--- config.mk ---
export PLATFORM = sky130hd
export DESIGN_NAME = blob_policy
export DESIGN_NICKNAME = d
export VERILOG_FILES = /design/src/core/blob_policy_pkg.sv /design/src/core/blob_policy.sv
export SDC_FILE = /design/constraint.sdc
export NUM_CORES = 1
export LEC_CHECK = 0
export BUFFER_PORTS_ARGS = -buffer_cell sky130_fd_sc_hd__clkbuf_2
export CORE_AREA = 2 2 174 176
export CTS_BUF_LIST = sky130_fd_sc_hd__clkbuf_4 sky130_fd_sc_hd__clkbuf_8
export DETAILED_ROUTE_END_ITERATION = 10
export DIE_AREA = 0 0 176 178
export PLACE_DENSITY = 0.66
export SKIP_CTS_REPAIR_TIMING = 1
export SLEW_MARGIN = 5
export SYNTH_ARGS = -nofsm -noshare
export SYNTH_HDL_FRONTEND = slang
export SYNTH_SLANG_ARGS = --single-unit
--- constraint.sdc ---
create_clock -name clk_i -period 2 [get_ports clk_i]
set_clock_uncertainty 0.1 [all_clocks]
set_input_delay 0 -clock clk_i [delete_from_list [all_inputs] [get_ports clk_i]]
set_output_delay 0 -clock clk_i [all_outputs]
set_load 0.02 [all_outputs]
--- src/core/blob_policy_pkg.sv ---
// Purpose: shared constants and types for the blob type policy and kdf select block
// Assumes: 40 MHz clk_i, synchronous active-high reset
// Notes: register offsets are byte addresses on the plain register port
package blob_policy_pkg;

	// register offsets (byte addresses, one word each)
	localparam logic [7:0] ctrl_offset = 8'h00;
	localparam logic [7:0] status_offset = 8'h04;
	localparam logic [7:0] modifier0_offset = 8'h08;
	localparam logic [7:0] modifier1_offset = 8'h0c;
	localparam logic [7:0] modifier2_offset = 8'h10;
	localparam logic [7:0] modifier3_offset = 8'h14;
	localparam logic [7:0] partition_offset = 8'h18;
	localparam logic [7:0] type_id_offset = 8'h1c;

	// control field positions
	localparam int ctrl_start_pos = 0;
	localparam int ctrl_decap_pos = 1;
	localparam int ctrl_format_pos = 2;
	localparam int ctrl_content_pos = 4;
	localparam int ctrl_state_pos = 7;
	localparam int ctrl_memory_pos = 9;
	localparam int ctrl_to_keyreg_pos = 10;

	// blob layout byte offsets
	localparam logic [7:0] wrapped_key_bytes = 8'h20;
	localparam logic [7:0] data_offset_bytes = 8'h20;
	localparam logic [7:0] tag_bytes = 8'h10;

	// key widths
	localparam int blob_key_bits = 256;
	localparam int general_modifier_bits = 128;
	localparam int secure_modifier_bits = 64;

	// type identifier constants fed to the kdf
	localparam logic [3:0] general_memory_const = 4'h5;
	localparam logic [3:0] secure_memory_const = 4'ha;
	localparam logic [3:0] verify_derivation_const = 4'hc;

	// error codes
	localparam logic [3:0] err_none = 4'h0;
	localparam logic [3:0] err_test_state = 4'h1;
	localparam logic [3:0] err_partition = 4'h2;
	localparam logic [3:0] err_destination = 4'h3;
	localparam logic [3:0] err_tag = 4'h4;
	localparam logic [3:0] err_bad_type = 4'h5;

	// reset values
	localparam logic [31:0] ctrl_reset = 32'h0000_0000;

	// blob formats
	typedef enum logic [1:0] {
		format_normal = 2'b00,
		format_test = 2'b01,
		format_verify = 2'b10
	} format_type;

	// blob contents
	typedef enum logic [2:0] {
		content_general = 3'b000,
		content_job_ecb = 3'b001,
		content_job_ccm = 3'b010,
		content_trusted_ecb = 3'b011,
		content_trusted_ccm = 3'b100
	} content_type;

	// security states
	typedef enum logic [1:0] {
		state_trusted = 2'b00,
		state_secure = 2'b01,
		state_nonsecure = 2'b10
	} security_type;

	// sequencer states
	typedef enum logic [2:0] {
		seq_idle = 3'b000,
		seq_derive = 3'b001,
		seq_unwrap = 3'b010,
		seq_run = 3'b011,
		seq_check = 3'b100,
		seq_done = 3'b101
	} seq_type;

endpackage

--- src/core/blob_policy.sv ---
// Purpose: blob type selection, policy checks and kdf input select
// Assumes: aes engine, kdf, rng and memory mover sit outside on the same clock
// Notes: engines answer with one-cycle done pulses; partition hits come from the mover
`timescale 1ns/1ps
`default_nettype none

module blob_policy
	import blob_policy_pkg::*;
#(
	parameter int partition_width = 4
)
(
	// clock and reset
	input wire logic clk_i,
	input wire logic rst_i,
	// register port
	input wire logic [7:0] reg_addr_i,
	input wire logic [31:0] reg_wdata_i,
	input wire logic reg_write_i,
	input wire logic reg_read_i,
	output logic [31:0] reg_rdata_o,
	// partition registers of the addressed partition
	input wire logic [7:0] partition_domain_owner_i,
	input wire logic [15:0] partition_access_perms_i,
	input wire logic [31:0] partition_access_groups_i,
	// memory mover reports
	input wire logic mover_access_i,
	input wire logic mover_in_secure_i,
	input wire logic [partition_width-1:0] mover_partition_i,
	// engines
	input wire logic kdf_done_i,
	input wire logic unwrap_done_i,
	input wire logic ccm_done_i,
	input wire logic tag_ok_i,
	// kdf request
	output logic kdf_start_o,
	output logic kdf_use_master_o,
	output logic [15:0] kdf_type_id_o,
	output logic [127:0] kdf_modifier_o,
	output logic [55:0] kdf_partition_o,
	// engine control
	output logic rng_key_req_o,
	output logic unwrap_start_o,
	output logic unwrap_ccm_o,
	output logic unwrap_trusted_o,
	output logic ccm_start_o,
	output logic ccm_decrypt_o,
	output logic emit_clear_keys_o,
	output logic emit_wrap_key_only_o,
	output logic [7:0] data_offset_o,
	output logic [7:0] tag_length_o,
	// result
	output logic load_keyreg_o,
	output logic abort_o,
	output logic busy_o
);

	// whole block state
	typedef struct packed {
		logic [31:0] rdata;
		logic [10:0] ctrl;
		logic [127:0] modifier;
		seq_type seq;
		logic [3:0] err;
		logic done;
		logic part_valid;
		logic [partition_width-1:0] part;
		logic [55:0] part_regs;
		logic kdf_go;
		logic unwrap_go;
		logic ccm_go;
		logic load_key;
		logic abort;
	} state_type;

	state_type cur;
	state_type nxt;

	// decoded fields of the control word
	format_type fmt;
	content_type cont;
	security_type sec;
	logic secure_mem;
	logic decap;
	logic key_content;
	logic type_valid;

	// category fields, each picked independently
	always_comb
	begin
		fmt = format_type'(cur.ctrl[ctrl_format_pos +: 2]);
		cont = content_type'(cur.ctrl[ctrl_content_pos +: 3]);
		sec = security_type'(cur.ctrl[ctrl_state_pos +: 2]);
		secure_mem = cur.ctrl[ctrl_memory_pos];
		decap = cur.ctrl[ctrl_decap_pos];
		key_content = (cont != content_general);
		type_valid = (fmt != 2'b11) && (cur.ctrl[ctrl_content_pos +: 3] <= 3'b100)
			&& (sec != 2'b11);
	end

	// next state
	always_comb
	begin
		nxt = cur;
		nxt.kdf_go = 1'b0;
		nxt.unwrap_go = 1'b0;
		nxt.ccm_go = 1'b0;
		nxt.load_key = 1'b0;
		nxt.abort = 1'b0;
		// read data one cycle after the strobe
		nxt.rdata = 32'h0000_0000;
		if (reg_read_i)
		begin
			case (reg_addr_i)
				ctrl_offset: nxt.rdata = {21'h0, cur.ctrl};
				status_offset: nxt.rdata = {24'h0, cur.err, cur.done, cur.seq};
				modifier0_offset: nxt.rdata = cur.modifier[31:0];
				modifier1_offset: nxt.rdata = cur.modifier[63:32];
				modifier2_offset: nxt.rdata = cur.modifier[95:64];
				modifier3_offset: nxt.rdata = cur.modifier[127:96];
				partition_offset: nxt.rdata = {{(32-partition_width){1'b0}}, cur.part};
				type_id_offset: nxt.rdata = {16'h0, kdf_type_id_o};
				default: nxt.rdata = 32'h0000_0000;
			endcase
		end
		// writes while idle only; start launches a job
		if (reg_write_i && cur.seq == seq_idle)
		begin
			case (reg_addr_i)
				ctrl_offset:
				begin
					nxt.ctrl = reg_wdata_i[10:0];
					nxt.ctrl[ctrl_start_pos] = 1'b0;
					if (reg_wdata_i[ctrl_start_pos])
					begin
						nxt.seq = seq_derive;
						nxt.kdf_go = 1'b1;
						nxt.err = err_none;
						nxt.done = 1'b0;
						nxt.part_valid = 1'b0;
						nxt.part_regs = {partition_domain_owner_i,
							partition_access_perms_i, partition_access_groups_i};
					end
				end
				modifier0_offset: nxt.modifier[31:0] = reg_wdata_i;
				modifier1_offset: nxt.modifier[63:32] = reg_wdata_i;
				modifier2_offset: nxt.modifier[95:64] = reg_wdata_i;
				modifier3_offset: nxt.modifier[127:96] = reg_wdata_i;
				default: nxt.ctrl = cur.ctrl;
			endcase
		end
		// sequencer
		case (cur.seq)
			seq_idle: nxt.seq = nxt.seq;
			seq_derive:
			begin
				// test format refused outside non-secure state
				if (!type_valid)
				begin
					nxt.err = err_bad_type;
					nxt.seq = seq_done;
				end
				else if (fmt == format_test && sec != state_nonsecure)
				begin
					nxt.err = err_test_state;
					nxt.seq = seq_done;
				end
				else if (kdf_done_i)
				begin
					// verify format stops after the derived key
					if (fmt == format_verify)
						nxt.seq = seq_done;
					else if (key_content && !decap)
					begin
						nxt.seq = seq_unwrap;
						nxt.unwrap_go = 1'b1;
					end
					else
					begin
						nxt.seq = seq_run;
						nxt.ccm_go = 1'b1;
					end
				end
			end
			seq_unwrap:
			begin
				// session key recovered inside, then ccm under blob key
				if (unwrap_done_i)
				begin
					nxt.seq = seq_run;
					nxt.ccm_go = 1'b1;
				end
			end
			seq_run:
			begin
				// secure blob decap must land in secure memory
				if (mover_access_i && secure_mem && decap && !mover_in_secure_i)
				begin
					nxt.err = err_destination;
					nxt.seq = seq_done;
				end
				// second partition ends the job before access
				else if (mover_access_i && secure_mem && cur.part_valid
					&& mover_partition_i != cur.part)
				begin
					nxt.err = err_partition;
					nxt.seq = seq_done;
				end
				else
				begin
					// general blobs accept any memory
					if (mover_access_i && secure_mem && !cur.part_valid)
					begin
						nxt.part_valid = 1'b1;
						nxt.part = mover_partition_i;
					end
					if (ccm_done_i)
						nxt.seq = seq_check;
				end
			end
			seq_check:
			begin
				// wrong type gives wrong key, caught by tag
				nxt.seq = seq_done;
				if (decap && !tag_ok_i)
					nxt.err = err_tag;
				else if (decap && key_content && cur.ctrl[ctrl_to_keyreg_pos])
					nxt.load_key = 1'b1;
			end
			seq_done:
			begin
				nxt.done = 1'b1;
				nxt.abort = (cur.err != err_none);
				nxt.seq = seq_idle;
			end
			default: nxt.seq = seq_idle;
		endcase
	end

	// state register
	always_ff @(posedge clk_i)
	begin
		if (rst_i)
		begin
			cur <= '0;
			cur.ctrl <= ctrl_reset[10:0];
			cur.seq <= seq_idle;
		end
		else
			cur <= nxt;
	end

	// kdf selection: type code, key source, modifier, partition binding
	always_comb
	begin
		// type id: memory const, verify-format const, content, state, direction-free
		kdf_type_id_o = {secure_mem ? secure_memory_const : general_memory_const,
			(fmt == format_verify) ? verify_derivation_const : 4'h0,
			1'b0, cont, 2'b00, sec};
		// master key except in non-secure state or for test format
		// test blobs always wrap under the known test key
		kdf_use_master_o = (sec != state_nonsecure) && (fmt != format_test);
		if (secure_mem)
		begin
			kdf_modifier_o = {64'h0, cur.modifier[secure_modifier_bits-1:0]};
			kdf_partition_o = cur.part_regs;
		end
		else
		begin
			kdf_modifier_o = cur.modifier[general_modifier_bits-1:0];
			kdf_partition_o = 56'h0;
		end
	end

	// engine strobes and layout outputs
	assign kdf_start_o = cur.kdf_go;
	assign rng_key_req_o = cur.ccm_go && !decap;
	assign unwrap_start_o = cur.unwrap_go;
	assign unwrap_ccm_o = (cont == content_job_ccm) || (cont == content_trusted_ccm);
	assign unwrap_trusted_o = (cont == content_trusted_ecb) || (cont == content_trusted_ccm);
	assign ccm_start_o = cur.ccm_go;
	assign ccm_decrypt_o = decap;
	assign emit_clear_keys_o = (fmt == format_test);
	assign emit_wrap_key_only_o = (fmt == format_verify);
	assign data_offset_o = data_offset_bytes;
	assign tag_length_o = tag_bytes;
	assign load_keyreg_o = cur.load_key;
	assign abort_o = cur.abort;
	assign busy_o = (cur.seq != seq_idle);
	assign reg_rdata_o = cur.rdata;
endmodule

`default_nettype wire

==> summary.txt <==
Warnings from Yosys -> 0
Fin. Hold Viols -> 1
First-pass GRT wire length -> 57390 um
IO Port Bufs -> 349
Worst vdd ir -> 0.0004493 V
Required @ worst endpoint -> 2290 ps
Final Max Slew Viols -> 0
Area Growth Syn to Fin -> 28.67%
Worst-Skew Late Latency -> 540 ps
Critical path class -> in2reg
Worst setup EP type -> flip-flop
Mapped Area -> 11610 um2
Netlist cell types -> 68
H-tree depth -> 2
Hold slack final -> -16.62 ps
Worst hold start -> reg_addr_i[3]
Starting Density -> 39.49%
Post-layout minimum cycle time -> 1857 ps
Setup TNS -> 0 ps
Final setup fails -> 0
CP most frequent cell -> buf_4
Wirelength per Cell -> 17.80 um
Chip Width -> 176 um
Hold crit path type -> in2reg
Mapped Cells -> 1474
Die height -> 178 um
Max Clock Freq -> 538.5 MHz
Routed vias -> 11580
Critical Path AT -> 2140 ps
Worst setup SP type -> input pin
Layout cells sized above 1 -> 27.61%
Reg2reg setup slack -> 150 ps
Vias/cell -> 5.186
Register bit total from synthesis -> 244
Fin crit share -> 92.84%
Gpl congestion -> 0.8538
Worst r2r src -> cur[71]$_SDFF_PP0_
CP max-delay cell -> dlygate4sd3_1
Overflow left after global routing -> 0
First-pass DRT Iterations -> 7
Worst slew pin tran -> 852.1 ps
DPL Wire Length -> 26370 um
Final routed DRC violation total -> 0
Cell taking the most area after synthesis -> dfxtp_1
CTS tree -> yes
Initial antenna violation count -> 2
Hold EP -> reg_rdata_o[0]$_SDFF_PP0_
Clock transition at path regs -> 60 ps
Outcome -> finished with violations
Hold depth -> 5
GRT Util Overall -> 23.14%
EDFF count, synth -> 0
Core Area -> 29400 um2
Final net count -> 1919
Num rows -> 63
Avg Synthesized Cell Area -> 7.876 um2
Initial DRC count -> 918
Pwr Density -> 680.1 nW/um2
Vias in the first global route -> 10310
Rel. slew slack -> 43.19%
Reg-to-reg endpoint -> cur[124]$_SDFFE_PP0P_
Lkg Pwr -> 0.006119 uW
Commonest non-fill, non-tap cell in the layout -> nand2_1
Worst Path Max Fanout -> 57
Ranking of synthesized cells by area -> dfxtp_1 42%, nand2_1 13%, a21oi_1 9.7%
Failing checks -> hold timing
Clock Tree Buf Depth -> 3
Cells on worst reg2reg path -> 6
Clock sinks -> 244
CP peak stage delay -> 560 ps
Ys async rst share -> 0%
Sequential fraction of the synthesis area -> 42.07%
Num CTS Buffers -> 42
Final ANT Viol Nets -> 0
Max Cap Violations -> 0
Die ar. -> 31330 um2
Root buf cell -> clkbuf_8
Yosys top cell area share -> 42.07%
CP Cell Sequence -> dlygate4sd3_1 -> clkbuf_2 -> nor4_2 -> buf_4 -> nand4_2 -> buf_4 -> nand2_1 -> a21oi_1
# IOs -> 371
Top FF cell, synth -> dfxtp_1
Most frequent cells in the layout -> 401 x nand2_1, 348 x clkbuf_2, 243 x dfxtp_1
Placed cell areas -> 13010 um2
Post-route cell area -> 14940 um2
Largest net degree at the start of global routing -> 81
WL final -> 39730 um
final cells by class:
type,instances,area [um2]
fillers,2716,14460
multi-input cells,1005,5351
flip-flops and latches,244,4888
repair buffers,509,3302
clock buffers,72,859.6
well taps,390,488.0
inverters,7,26.28
clock inverters,3,17.52
diodes,2,5.005
power by group:
| group | internal [uW] | switching (uW) |
|---|---|---|
| clock network | 2690 | 2010 |
| logic | 270 | 325 |
| registers | 4860 | 3.68 |
| total | 7820 | 2340 |
cell usage after synthesis, drive strengths merged, types with 4 or more instances:
library cell	instances
dfxtp	244
xnor2	5
a22o	8
a22oi	37
a2111oi	7
nand2b	4
a221oi	8
clkbuf	65
and3	10
or3	5
nor2	22
nor2b	69
mux2i	12
mux2	5
nor3	7
buf	172
nand3	9
nor4b	5
nand2	401
inv	7
nand3b	10
o21ai	9
nor4	5
a211oi	4
and2	63
nor3b	9
a21oi	225
registers in the layout (all words and copies together) (netlist names):
| signal | cells |
|---|---|
| cur | 201 |
| reg_rdata_o | 32 |
| kdf_type_id_o | 5 |
| abort_o | 1 |
| ccm_decrypt_o | 1 |
| ccm_start_o | 1 |
| kdf_start_o | 1 |
| load_keyreg_o | 1 |
| unwrap_start_o | 1 |
worst max path at each step:
stage                       start                      to  slack, ps  depth (start not counted)
3_3_place_gp   cur[73]$_SDFF_PP0_  ccm_start_o$_SDFF_PP0_        210                          5
2_1_floorplan  cur[72]$_SDFF_PP0_      cur[69]$_SDFF_PP0_        220                          7
6_report            reg_addr_i[4]    cur[35]$_SDFFE_PP0P_        140                          8
3_5_place_dp   cur[71]$_SDFF_PP0_   cur[120]$_SDFFE_PP0P_        150                          6
4_1_cts        cur[72]$_SDFF_PP0_  ccm_start_o$_SDFF_PP0_        110                          5
5_1_grt        cur[71]$_SDFF_PP0_   cur[112]$_SDFFE_PP0P_        -10                          6
routing by layer:
metal	track usage (%)	part of all wire, %
met1	30.44	41
met2	37.20	47
met3	6.117	9.9
met4	7.163	2.2
met5	0	0
through the flow:
stage	setup WS (ps)	power (uW)	cells	util, %
floorplan	224.0	5194	1493	-
global placement	209.9	5383	2051	44.24
detailed placement	149.1	5387	2051	44.24
CTS	114.3	10070	2126	47.23
global route	-9.559	10530	2232	50.81
finish	143.1	10160	2232	50.81
worst max-delay path, delay by kind of cell:
kind,cells,cell delay (ps)
buf+inv,4,1330
simple gates,3,680
compound gates,1,80
cell families (layout without fill, tap and decap cells):
kind of cell              Yosys count  count (layout)  synth area share (%)
AOI/OAI and AO/OA                 324             324                 16.40
xor gates and xnor gates            5               5                0.3772
buffers and inverters             244             591                 12.74
DFF                               244             244                 42.07
muxes                              19              19                 1.908
other                               2              23               0.06469
and+or+nand+nor                   636             636                 26.44
No activity file was read; power rests on OpenSTA's default activity.
